--- src/dss_pkg.sv ---
// Constants, types and register layout of the dual-sink selector
package dss_pkg;

    // =====================================================================
    // Timing
    localparam int HPD_TIMEOUT_MS  = 350;
    localparam int CLK_FREQ_HZ     = 25_000_000;
    localparam int HPD_TIMEOUT_CYC = HPD_TIMEOUT_MS * (CLK_FREQ_HZ / 1000);

    // =====================================================================
    // Register map (byte addresses)
    localparam logic [3:0] ADDR_CTRL       = 4'h0;
    localparam logic [3:0] ADDR_LEVEL_GAIN = 4'h4;
    localparam logic [3:0] ADDR_LANE_GAIN  = 4'h8;
    localparam logic [3:0] ADDR_STATUS     = 4'hC;

    // Control register fields
    localparam int CTRL_FORCE_POS    = 0;
    localparam int CTRL_FORCE_HPD    = 1;
    localparam int CTRL_FORCE_CAD    = 2;
    localparam int CTRL_EQ_REG_POS   = 3;
    localparam int CTRL_TRAIN_EN_POS = 4;
    localparam int CTRL_WIDTH        = 5;
    localparam logic [4:0]  CTRL_RESET       = 5'h10;
    localparam logic [15:0] LEVEL_GAIN_RESET = 16'h0000;
    localparam logic [15:0] LANE_GAIN_RESET  = 16'h0000;

    // =====================================================================
    // Equalizer gain codes
    localparam logic [3:0] GAIN_0DB   = 4'h0;
    localparam logic [3:0] GAIN_3DB   = 4'h1;
    localparam logic [3:0] GAIN_3P5DB = 4'h2;
    localparam logic [3:0] GAIN_6DB   = 4'h3;
    localparam logic [3:0] GAIN_8DB   = 4'h4;
    localparam logic [3:0] GAIN_10DB  = 4'h5;
    localparam logic [3:0] GAIN_13DB  = 4'h6;
    localparam logic [3:0] GAIN_15DB  = 4'h7;
    localparam logic [3:0] GAIN_18DB  = 4'h8;

    // Three-level pin codes (thermometer: bit0 at or above middle, bit1 high)
    localparam logic [1:0] LVL_LOW = 2'h0;
    localparam logic [1:0] LVL_MID = 2'h1;

    // =====================================================================
    // Types
    typedef enum logic [1:0] {
        DSS_ST_IDLE,
        DSS_ST_PACKET,
        DSS_ST_TMDS,
        DSS_ST_SWITCH
    } dss_state_t;

    typedef struct packed {
        logic source_aux_sw;
        logic source_ddc_sw;
        logic sink_aux_sw;
        logic level_shift_buf;
        logic aux_monitor;
        logic id_buffer;
    } dss_switch_t;

    localparam dss_switch_t SWITCH_OFF = '0;

endpackage : dss_pkg

--- src/dss_select.sv ---
// Sink selection, hot-plug timing, AUX/DDC switch and equalizer control
//
// Local design decisions: the address map and the address-and-strobe port.
`timescale 1ns/10ps
module dss_select #(
    parameter int HPD_TIMEOUT = dss_pkg::HPD_TIMEOUT_CYC,
    parameter int LANES       = 4
) (
    input  wire logic                 i_core_clk,
    input  wire logic                 i_arst_n,
    input  wire logic                 i_enable,
    input  wire logic                 i_packet_sink_hotplug_in,
    input  wire logic                 i_tmds_sink_hotplug_in,
    input  wire logic                 i_sink_adapter_detect_in,
    input  wire logic                 i_priority,
    input  wire logic [1:0]           i_three_level_control_enable,
    input  wire logic [1:0]           i_equalizer_level_pin,
    input  wire logic                 i_link_training_done,
    input  wire logic [LANES-1:0][1:0] i_lane_training_level,
    input  wire logic [1:0]           i_sink_ddc_low,
    input  wire logic [1:0]           i_source_ddc_below_vil,
    input  wire logic [3:0]           i_reg_addr,
    input  wire logic [31:0]          i_reg_wdata,
    input  wire logic                 i_reg_wr,
    input  wire logic                 i_reg_rd,
    output logic [31:0]               o_reg_rdata,
    output logic                      o_source_hotplug_out,
    output logic                      o_source_adapter_detect_out,
    output logic                      o_source_ddc_pullup_en,
    output dss_pkg::dss_switch_t      o_switches,
    output logic [1:0]                o_source_ddc_oe_n,
    output logic [1:0]                o_sink_ddc_oe_n,
    output logic                      o_packet_mode,
    output logic                      o_tmds_mode,
    output logic [LANES-1:0]          o_lane_en,
    output logic [LANES-1:0][3:0]     o_lane_eq_gain
);

    localparam int TW = $clog2(HPD_TIMEOUT + 1);
    localparam logic [TW-1:0] TIMEOUT_LAST = TW'(HPD_TIMEOUT - 1);

    // =====================================================================
    // Pin synchronisers: three stages, change accepted when stages 2 and 3 agree
    localparam int NS = 13;
    logic [NS-1:0] pin_raw;
    logic [NS-1:0] sync1_reg;
    logic [NS-1:0] sync2_reg;
    logic [NS-1:0] sync3_reg;
    logic [NS-1:0] pin_reg;
    logic [NS-1:0] pin_next;

    assign pin_raw = {i_source_ddc_below_vil, i_sink_ddc_low, i_equalizer_level_pin,
                      i_three_level_control_enable, i_priority, i_sink_adapter_detect_in,
                      i_tmds_sink_hotplug_in, i_packet_sink_hotplug_in, i_enable};
    assign pin_next = (sync2_reg & sync3_reg) | (pin_reg & (sync2_reg | sync3_reg));

    always_ff @(posedge i_core_clk or negedge i_arst_n) begin
        if (!i_arst_n) begin
            sync1_reg <= '0;
            sync2_reg <= '0;
            sync3_reg <= '0;
            pin_reg   <= '0;
        end else begin
            sync1_reg <= pin_raw;
            sync2_reg <= sync1_reg;
            sync3_reg <= sync2_reg;
            pin_reg   <= pin_next;
        end
    end

    logic       en;
    logic [1:0] hpd_in;
    logic       cad_in;
    logic       prio;
    logic [1:0] cte_lvl;
    logic [1:0] eq_pin_lvl;
    logic [1:0] snk_low;
    logic [1:0] src_low;

    assign en         = pin_reg[0];
    assign hpd_in     = pin_reg[2:1];
    assign cad_in     = pin_reg[3];
    assign prio       = pin_reg[4];
    assign cte_lvl    = pin_reg[6:5];
    assign eq_pin_lvl = pin_reg[8:7];
    assign snk_low    = pin_reg[10:9];
    assign src_low    = pin_reg[12:11];

    // =====================================================================
    // Register file
    logic [dss_pkg::CTRL_WIDTH-1:0] ctrl_reg;
    logic [15:0]                    level_gain_reg;
    logic [15:0]                    lane_gain_reg;
    logic [31:0]                    rdata_reg;
    logic [31:0]                    rdata_next;
    logic [31:0]                    status_word;
    logic                           wr_ctrl;
    logic                           wr_level;
    logic                           wr_lane;

    assign wr_ctrl  = i_reg_wr && (i_reg_addr == dss_pkg::ADDR_CTRL);
    assign wr_level = i_reg_wr && (i_reg_addr == dss_pkg::ADDR_LEVEL_GAIN);
    assign wr_lane  = i_reg_wr && (i_reg_addr == dss_pkg::ADDR_LANE_GAIN);

    always_ff @(posedge i_core_clk or negedge i_arst_n) begin
        if (!i_arst_n) begin
            ctrl_reg       <= dss_pkg::CTRL_RESET;
            level_gain_reg <= dss_pkg::LEVEL_GAIN_RESET;
            lane_gain_reg  <= dss_pkg::LANE_GAIN_RESET;
        end else if (!en) begin
            ctrl_reg       <= dss_pkg::CTRL_RESET;
            level_gain_reg <= dss_pkg::LEVEL_GAIN_RESET;
            lane_gain_reg  <= dss_pkg::LANE_GAIN_RESET;
        end else begin
            if (wr_ctrl)
                ctrl_reg <= i_reg_wdata[dss_pkg::CTRL_WIDTH-1:0];
            if (wr_level)
                level_gain_reg <= i_reg_wdata[15:0];
            if (wr_lane)
                lane_gain_reg <= i_reg_wdata[15:0];
        end
    end

    logic force_mode;
    logic eq_reg_ctrl;
    logic train_en;

    assign force_mode  = ctrl_reg[dss_pkg::CTRL_FORCE_POS];
    assign eq_reg_ctrl = ctrl_reg[dss_pkg::CTRL_EQ_REG_POS];
    assign train_en    = ctrl_reg[dss_pkg::CTRL_TRAIN_EN_POS];

    // =====================================================================
    // Sink presence: removal after the full low timeout, or at once while disabled
    logic [1:0] conn;

    genvar s;
    generate
        for (s = 0; s < 2; s++) begin : g_sink
            logic [TW-1:0] low_cnt_reg;
            logic          conn_reg;

            always_ff @(posedge i_core_clk or negedge i_arst_n) begin
                if (!i_arst_n) begin
                    low_cnt_reg <= '0;
                    conn_reg    <= 1'b0;
                end else if (!en) begin
                    low_cnt_reg <= '0;
                    conn_reg    <= 1'b0;
                end else if (hpd_in[s]) begin
                    low_cnt_reg <= '0;
                    conn_reg    <= 1'b1;
                end else if (conn_reg) begin
                    low_cnt_reg <= low_cnt_reg + TW'(1);
                    if (low_cnt_reg == TIMEOUT_LAST)
                        conn_reg <= 1'b0;
                end
            end

            assign conn[s] = conn_reg;
        end
    endgenerate

    // =====================================================================
    // Selection state machine
    logic want_pkt;
    logic want_tmds;

    assign want_pkt  = conn[0] && (!conn[1] || !prio);
    assign want_tmds = conn[1] && (!conn[0] || prio);

    dss_pkg::dss_state_t state_reg;
    dss_pkg::dss_state_t state_next;
    logic [TW-1:0]       sw_cnt_reg;
    logic                target_tmds_reg;
    logic                last_tmds_reg;
    logic                sw_done;

    assign sw_done = (sw_cnt_reg == TIMEOUT_LAST);

    always_comb begin
        state_next = state_reg;
        case (state_reg)
            dss_pkg::DSS_ST_IDLE: begin
                if (want_pkt)
                    state_next = dss_pkg::DSS_ST_PACKET;
                else if (want_tmds)
                    state_next = dss_pkg::DSS_ST_TMDS;
            end
            dss_pkg::DSS_ST_PACKET: begin
                if (!conn[0])
                    state_next = dss_pkg::DSS_ST_IDLE;
                else if (want_tmds)
                    state_next = dss_pkg::DSS_ST_SWITCH;
            end
            dss_pkg::DSS_ST_TMDS: begin
                if (!conn[1])
                    state_next = dss_pkg::DSS_ST_IDLE;
                else if (want_pkt)
                    state_next = dss_pkg::DSS_ST_SWITCH;
            end
            dss_pkg::DSS_ST_SWITCH: begin
                if (sw_done) begin
                    if (target_tmds_reg && want_tmds)
                        state_next = dss_pkg::DSS_ST_TMDS;
                    else if (!target_tmds_reg && want_pkt)
                        state_next = dss_pkg::DSS_ST_PACKET;
                    else
                        state_next = dss_pkg::DSS_ST_IDLE;
                end
            end
            default: state_next = dss_pkg::DSS_ST_IDLE;
        endcase
    end

    always_ff @(posedge i_core_clk or negedge i_arst_n) begin
        if (!i_arst_n) begin
            state_reg       <= dss_pkg::DSS_ST_IDLE;
            sw_cnt_reg      <= '0;
            target_tmds_reg <= 1'b0;
            last_tmds_reg   <= 1'b0;
        end else if (!en) begin
            state_reg       <= dss_pkg::DSS_ST_IDLE;
            sw_cnt_reg      <= '0;
            target_tmds_reg <= 1'b0;
            last_tmds_reg   <= 1'b0;
        end else begin
            state_reg <= state_next;
            if (state_reg == dss_pkg::DSS_ST_SWITCH)
                sw_cnt_reg <= sw_cnt_reg + TW'(1);
            else
                sw_cnt_reg <= '0;
            if (state_next == dss_pkg::DSS_ST_SWITCH && state_reg != dss_pkg::DSS_ST_SWITCH)
                target_tmds_reg <= (state_reg == dss_pkg::DSS_ST_PACKET);
            if (state_reg == dss_pkg::DSS_ST_TMDS)
                last_tmds_reg <= 1'b1;
            else if (state_reg == dss_pkg::DSS_ST_PACKET)
                last_tmds_reg <= 1'b0;
        end
    end

    // =====================================================================
    // Hot-plug, adapter-detect and switch decode
    logic                 sel_pkt;
    logic                 sel_tmds;
    logic                 pkt_mode;
    logic                 tmds_mode;
    logic                 hpd_next;
    logic                 cad_next;
    logic                 cad_auto;
    dss_pkg::dss_switch_t sw_next;

    assign sel_pkt   = en && (state_reg == dss_pkg::DSS_ST_PACKET);
    assign sel_tmds  = en && (state_reg == dss_pkg::DSS_ST_TMDS);
    assign pkt_mode  = sel_pkt && !cad_in;
    assign tmds_mode = (sel_pkt && cad_in) || sel_tmds;

    assign cad_auto = sel_pkt  ? cad_in :
                      sel_tmds ? 1'b1 :
                      (en && state_reg == dss_pkg::DSS_ST_IDLE) ? (last_tmds_reg | cad_in) :
                      1'b0;

    assign hpd_next = !en        ? (hpd_in[0] | hpd_in[1]) :
                      force_mode ? ctrl_reg[dss_pkg::CTRL_FORCE_HPD] :
                      (sel_pkt || sel_tmds);

    assign cad_next = (en && force_mode) ? ctrl_reg[dss_pkg::CTRL_FORCE_CAD] : cad_auto;

    always_comb begin
        sw_next = dss_pkg::SWITCH_OFF;
        if (pkt_mode) begin
            sw_next.source_aux_sw = 1'b1;
            sw_next.sink_aux_sw   = 1'b1;
            sw_next.aux_monitor   = 1'b1;
        end else if (sel_pkt) begin
            sw_next.source_ddc_sw = 1'b1;
            sw_next.sink_aux_sw   = 1'b1;
        end else if (sel_tmds) begin
            sw_next.source_ddc_sw   = 1'b1;
            sw_next.level_shift_buf = 1'b1;
            sw_next.id_buffer       = 1'b1;
        end
    end

    // =====================================================================
    // Display-data buffer drivers (both lines)
    logic [1:0] src_drive;
    logic [1:0] snk_drive;

    assign src_drive = {2{sw_next.level_shift_buf}} & snk_low;
    assign snk_drive = {2{sw_next.level_shift_buf}} & src_low;

    // =====================================================================
    // Equalizer gain selection per lane
    logic [3:0] pin_level_gain [4];
    logic [3:0] mid_level_gain [4];
    logic [3:0] pin_fixed_gain;
    logic       use_training;

    assign pin_level_gain[0] = dss_pkg::GAIN_8DB;
    assign pin_level_gain[1] = dss_pkg::GAIN_6DB;
    assign pin_level_gain[2] = dss_pkg::GAIN_3P5DB;
    assign pin_level_gain[3] = dss_pkg::GAIN_0DB;
    assign mid_level_gain[0] = dss_pkg::GAIN_15DB;
    assign mid_level_gain[1] = dss_pkg::GAIN_13DB;
    assign mid_level_gain[2] = dss_pkg::GAIN_10DB;
    assign mid_level_gain[3] = dss_pkg::GAIN_6DB;

    assign use_training = pkt_mode && train_en && i_link_training_done;

    assign pin_fixed_gain = (cte_lvl == dss_pkg::LVL_LOW) ?
                                ((eq_pin_lvl == dss_pkg::LVL_LOW) ? dss_pkg::GAIN_6DB :
                                 (eq_pin_lvl == dss_pkg::LVL_MID) ? dss_pkg::GAIN_6DB :
                                                                    dss_pkg::GAIN_13DB) :
                            (cte_lvl == dss_pkg::LVL_MID) ? dss_pkg::GAIN_13DB :
                                                            dss_pkg::GAIN_18DB;

    logic [LANES-1:0][3:0] gain_next;
    logic [LANES-1:0]      lane_en_next;

    genvar l;
    generate
        for (l = 0; l < LANES; l++) begin : g_lane
            logic [1:0] lvl;
            logic [3:0] pin_gain;
            logic [3:0] reg_gain;

            assign lvl = i_lane_training_level[l];
            assign pin_gain = (use_training && cte_lvl == dss_pkg::LVL_LOW &&
                               eq_pin_lvl == dss_pkg::LVL_LOW) ? pin_level_gain[lvl] :
                              (use_training && cte_lvl == dss_pkg::LVL_MID) ?
                               mid_level_gain[lvl] : pin_fixed_gain;
            assign reg_gain = use_training ? level_gain_reg[4*lvl +: 4] :
                                             lane_gain_reg[(4*(l % 4)) +: 4];
            assign gain_next[l] = (tmds_mode && l == LANES - 1) ? dss_pkg::GAIN_3DB :
                                  eq_reg_ctrl ? reg_gain : pin_gain;
            assign lane_en_next[l] = en && (sel_pkt || sel_tmds);
        end
    endgenerate

    // =====================================================================
    // Registered outputs and read port
    assign status_word = {23'h000000, cad_in, hpd_in, conn, state_reg, o_source_adapter_detect_out,
                          o_source_hotplug_out};

    always_comb begin
        case (i_reg_addr)
            dss_pkg::ADDR_CTRL:       rdata_next = {27'h0000000, ctrl_reg};
            dss_pkg::ADDR_LEVEL_GAIN: rdata_next = {16'h0000, level_gain_reg};
            dss_pkg::ADDR_LANE_GAIN:  rdata_next = {16'h0000, lane_gain_reg};
            dss_pkg::ADDR_STATUS:     rdata_next = status_word;
            default:                  rdata_next = 32'h00000000;
        endcase
    end

    always_ff @(posedge i_core_clk or negedge i_arst_n) begin
        if (!i_arst_n) begin
            rdata_reg                   <= 32'h00000000;
            o_source_hotplug_out        <= 1'b0;
            o_source_adapter_detect_out <= 1'b0;
            o_switches                  <= dss_pkg::SWITCH_OFF;
            o_source_ddc_oe_n           <= 2'h3;
            o_sink_ddc_oe_n             <= 2'h3;
            o_packet_mode               <= 1'b0;
            o_tmds_mode                 <= 1'b0;
            o_lane_en                   <= '0;
            o_lane_eq_gain              <= '0;
        end else begin
            rdata_reg                   <= i_reg_rd ? rdata_next : 32'h00000000;
            o_source_hotplug_out        <= hpd_next;
            o_source_adapter_detect_out <= cad_next;
            o_switches                  <= sw_next;
            o_source_ddc_oe_n           <= ~src_drive;
            o_sink_ddc_oe_n             <= ~snk_drive;
            o_packet_mode               <= pkt_mode;
            o_tmds_mode                 <= tmds_mode;
            o_lane_en                   <= lane_en_next;
            o_lane_eq_gain              <= gain_next;
        end
    end

    assign o_reg_rdata            = rdata_reg;
    assign o_source_ddc_pullup_en = o_source_adapter_detect_out;

endmodule : dss_select

--- config.mk ---
export PLATFORM = sky130hd
export DESIGN_NAME = dss_select
export DESIGN_NICKNAME = d
export VERILOG_FILES = /design/src/dss_pkg.sv /design/src/dss_select.sv
export SDC_FILE = /design/constraint.sdc
export NUM_CORES = 1
export LEC_CHECK = 0
export BUFFER_PORTS_ARGS = -buffer_cell sky130_fd_sc_hd__buf_2
export CELL_PAD_IN_SITES_DETAIL_PLACEMENT = 0
export CELL_PAD_IN_SITES_GLOBAL_PLACEMENT = 1
export CORE_UTILIZATION = 41
export CTS_BUF_LIST = sky130_fd_sc_hd__clkbuf_16
export CTS_CLUSTER_SIZE = 20
export DETAILED_ROUTE_END_ITERATION = 7
export HOLD_SLACK_MARGIN = 0.15
export PLACE_DENSITY_LB_ADDON = 0.3
export RECOVER_POWER = 50
export SETUP_SLACK_MARGIN = 0.5
export SKIP_CTS_REPAIR_TIMING = 1
export SLEW_MARGIN = 20
export SYNTH_ARGS = -nofsm -noshare
export SYNTH_HDL_FRONTEND = slang
export SYNTH_SLANG_ARGS = --single-unit
--- constraint.sdc ---
create_clock -name i_core_clk -period 2 [get_ports i_core_clk]
set_clock_uncertainty 0.15 [all_clocks]
set_input_delay 0.1 -clock i_core_clk [delete_from_list [all_inputs] [get_ports i_core_clk]]
set_output_delay 0.1 -clock i_core_clk [all_outputs]
set_load 0.005 [all_outputs]
Word level (Yosys, flattened, before mapping):

Index checks and enable logic that the tools add are counted.

* muxes and demuxes: 99
* reduce and logical (&&, ||, !) cells: 33
* add/sub/neg operators: 3
* bitwise logic cells: 14
* equality and inequality tests: 20
* shift operators: 4
* magnitude comparators: 4

Operator list (count)
* $mux W24: 8
* $mux W4: 35
* $mux W16: 5
* $add A24 B1 Y24 const B: 3
* $eq A24 B24 Y1 const B: 3
* $bmux W4 S2: 8
* $pmux W16 S4: 1
* $shiftx A16 B5 Y4: 4
* $mux W1: 28
* $and A13 B13 Y13: 2
* $or A13 B13 Y13: 2
* $logic_and A1 B1 Y1: 20
* $mux W2: 9
* $ge A3 B3 Y1 const B: 4
* $not A2 Y3: 4
* $mux W5: 2
* $ne A3 B1 Y1 const B: 3
* $eq A4 B4 Y1 const B: 2
* $ne A2 B1 Y1 const B: 4
* $pmux W2 S4: 1
* $eq A2 B1 Y1 const B: 3
* $eq A2 B2 Y1 const B: 3
* $logic_not A2 Y1: 3
* $mux W3: 2
* 8 further kinds: 18

* register bits: 212
* word-level logic and storage cells: 208
* output and inout port bits: 67
* input bits: 62

Logic depth before layout (Yosys ltp):

* word-level depth: 12
* depth in mapped cells: 8
* mapped depth without buffers: 6

Worst setup path after synthesis:

No wires, ideal clock.

* kind: reg2reg
* start: register pin_reg[0]
* end: register g_sink[0].low_cnt_reg[19]
* data required time: 1.772 ns
* library setup time: 0.078 ns
* cell stages (with the launch flop): 7
* data arrival time: 1.913 ns
* slack: -0.141 ns
* cell sequence: dfrtp_1 buf_6 nor3b_4 or4_4 buf_6 or4_1 a21oi_1

* cells in the longest elaborated chain, start to end: 1
* elaborated cells on any way between the ends: 2
* those cells by class: eq/ne: 1; mux: 1

RTL lines
* start, declared: RTL line dss_select.sv:49 `logic [NS-1:0] pin_reg;`
* start signal, assigned: RTL line dss_select.sv:67 `pin_reg <= pin_next;`
* $ne A3 B1 Y1 (no source line) or $mux W24 (tied branches)
* end signal, assigned: RTL line dss_select.sv:153 `low_cnt_reg <= low_cnt_reg + TW'(1);`
* end, declared: RTL line dss_select.sv:139 `logic [TW-1:0] low_cnt_reg;`

Parallel ways exist; a longest one is shown, timed or not.
A chain may end at the register's enable or synchronous reset.

Final worst setup path:

* start: register pin_reg[0]
* end: register g_sink[1].low_cnt_reg[20]

* cells in the longest elaborated chain, start to end: 1
* elaborated cells on any way between the ends: 2
* those cells by class: eq/ne: 1; mux: 1

RTL lines (RTL line)
* $ne A3 B1 Y1 (no source line) or $mux W24 (tied branches)
* end signal, assigned: dss_select.sv:153
* end, declared: dss_select.sv:139

Parallel ways exist; a longest one is shown, timed or not.

==> results.txt <==
Clock Tree Root - clkbuf_16
Lkg Pwr - 5.966 nW
Worst Slack Setup Final - -0.03345 ns
Layout area overhead - 38.40%
antenna viol nets, final - 0
area of the multi-input gates - 5160 um2
Reg clk slew, reported paths - 0.06 ns
initial antenna violation count - 0
Skew-Pair Late Insertion Delay - 0.52 ns
CTS tree - built
number of synthesized flops with an enable pin - 0
Die H - 158.7 um
via/cell ratio - 5.356
Post-Route WL - 27630 um
number of iterations in the first detailed-routing pass - 5
sequential share of the synthesized area - 52.50%
max cap viols - 0
CTS Sinks - 211
vias in the first global route - 7696
top_reg_cell synth - dfrtp_1
Post-Syn Area - 10070 um2
initial core utilization - 42.39%
Avg Inst Size Synth - 10.43 um2
Nets - 1313
Total GRT Usage - 20.51%
Antenna Cells - 0
cts bufs inserted - 23
drt drc - 0
CTS max path bufs - 3
Fillers - 1999
synth top area cells - dfrtp_1, nand2_1, a21oi_1
Final Instance Count excl. Fillers - 1563
failing checks - negative setup slack
Post-synth top cells - dfrtp_1, nand2_1, a21oi_1
die area - 25190 um2
post-synth top area share - 51.20%
Peak VDD IR - 437.8 uV
yosys warns - 0
gate count after technology mapping - 965
routability cong. - 0.8621
# port buffers - 96
Largest register FFs - 48
final hold vios - 0
reg2reg end - g_sink[1].low_cnt_reg[20]$_DFFE_PN0P_
Worst Max-Slew Pin Slew - 1.480 ns
outcome - complete, but fails checks
final period utilization - 101.7%
global-route wire length before repair - 41590 um
CP Data Required Time - 2.30 ns
Final HPWL DP - 18360 um
Critical Path Start Type - flop
Setup CP Type - flop to flop
Slew Limit Fails - 0
Worst Hold Depth - 5
largest net degree at the start of global routing - 59
Placement Cell Area - 11600 um2
placed cell count - 1414
via count - 8372
CTS H-tree lvls - 1
gr ovfl total - 0
worst r2r src - pin_reg[0]$_DFF_PN0_
Critical Path End Type - flop
final setup TNS - -0.09619 ns
worst rel slew slack - 1.363%
Power Total - 0.009732 W
I/O pin total - 129
fraction of layout cells with a size suffix above 1 - 34.81%
storage element area - 5300 um2
Core ar. - 23750 um2
Yosys cell types - 63
top-count cell post-synth - dfrtp_1
RSZ-0062 raised after global routing - yes
power density cells - 698.4 nW/um2
DRT iter0 DRCs - 494
fmax - 491.8 MHz
FFs w/ async S/R, synth - 100.0%
R2R depth - 4
final instance area - 13930 um2
R2R Setup Slk - -0.03 ns
Worst Hold Class - input pin to flop
worst-path maximum fanout - 8
Die X - 158.7 um
Data arrival, critical path - 2.33 ns
mean routed wirelength per cell - 17.67 um
largest area contributor in the netlist - dfrtp_1
Synth Register Bits - 211
Site Rows - 56
Tmin final - 2.033 ns
HP Start - i_reg_addr[1]
# setup viols final - 6
end of the worst hold path - o_reg_rdata[0]$_DFF_PN0_
-- per-stage QoR --
| stage | hold WS [ns] | worst slack, ns | utilization [%] |
|---|---|---|---|
| global placement | -0.08687 | -0.01543 | 48.83 |
| floorplan | -0.3456 | -0.03232 | - |
| CTS | -0.6249 | -0.1004 | 51.72 |
| finish | 0.007843 | -0.03345 | 58.67 |
| global route | 0.02323 | -0.07889 | 58.67 |
| detailed placement | -0.08079 | -0.06971 | 48.83 |
-- per-layer routing --
metal | track usage (%) | part of all wire, % | routed length (um) | up-vias
met1 | 28.43 | 44 | 12270 | 4133
met2 | 32.62 | 48 | 13270 | 209
met5 | 0 | 0 | 0 | -
met3 | 3.056 | 4.4 | 1206 | 46
li1 | - | - | - | 3984
met4 | 7.282 | 3.2 | 882 | 0
-- layout make-up --
cell class              count  share of cell area (%)
inverters                  22                  0.6645
well taps                 319                   2.864
repair buffers            294                   16.48
flip-flops and latches    211                   38.04
multi-input cells         676                   37.03
clock buffers              23                   4.130
clock inverters            18                  0.7991
-- where the power goes --
group	leakage, nW	internal, W	switching (W)	total, W
logic	2.86	0.000591	0.000673	0.00126
clock network	0.356	0.00221	0.00171	0.00392
registers	2.75	0.00444	0.000105	0.00455
total	5.97	0.00725	0.00249	0.00973
-- how the worst max path moves through the flow --
stage                               startpoint                                     to  depth (start not counted)
after floorplan           pin_reg[0]$_DFF_PN0_  g_sink[0].low_cnt_reg[14]$_DFFE_PN0P_                          6
after global placement    pin_reg[0]$_DFF_PN0_  g_sink[0].low_cnt_reg[14]$_DFFE_PN0P_                          4
after detailed placement  pin_reg[0]$_DFF_PN0_  g_sink[0].low_cnt_reg[16]$_DFFE_PN0P_                          4
after CTS                 pin_reg[0]$_DFF_PN0_  g_sink[0].low_cnt_reg[20]$_DFFE_PN0P_                          4
after global routing      pin_reg[0]$_DFF_PN0_  g_sink[1].low_cnt_reg[20]$_DFFE_PN0P_                          4
final                     pin_reg[0]$_DFF_PN0_  g_sink[1].low_cnt_reg[20]$_DFFE_PN0P_                          4
-- logic make-up (layout without fill, tap and decap cells) --
group                    after synthesis  count (layout)  share of synthesized area, %
adder cells (fa/ha/maj)               36              36                         4.151
multiplexers                          43              43                         6.325
other                                  1              16                       0.03725
XOR/XNOR                              30              30                         2.610
AND/OR/NAND/NOR                      372             374                         18.57
buffers and inverters                 95             357                         4.635
flip-flops                           211             211                         52.50
AO/OA/AOI/OAI                        177             177                         11.17
-- worst max-delay path: stages (launching register included) --
cell	delay [ns]
dfrtp_2	0.44
nor3b_4	0.18
or4_4	0.56
or4_4	0.51
a21oi_2	0.12
-- cells in the final DEF (no fill, tap or decap), types with 6 or more instances in the layout --
master         count
dfrtp_1          195
nand2_1          128
buf_4            106
buf_2             95
nor2_1            65
dlygate4sd3_1     58
a21oi_1           57
inv_1             26
buf_6             25
nand3_1           24
clkbuf_16         24
nand4_1           22
a21oi_2           20
ha_1              20
xnor2_1           19
mux2i_1           18
or4_4             17
mux4_2            16
conb_1            16
a22oi_1           15
o31ai_1           13
maj3_1            13
and3_1            11
xor2_1            11
dfrtp_2           11
o21ai_0           10
a31oi_1           10
nor3_1             9
or3_4              7
nor4_2             6
and2_1             6
No activity file was read; power rests on OpenSTA's default activity.
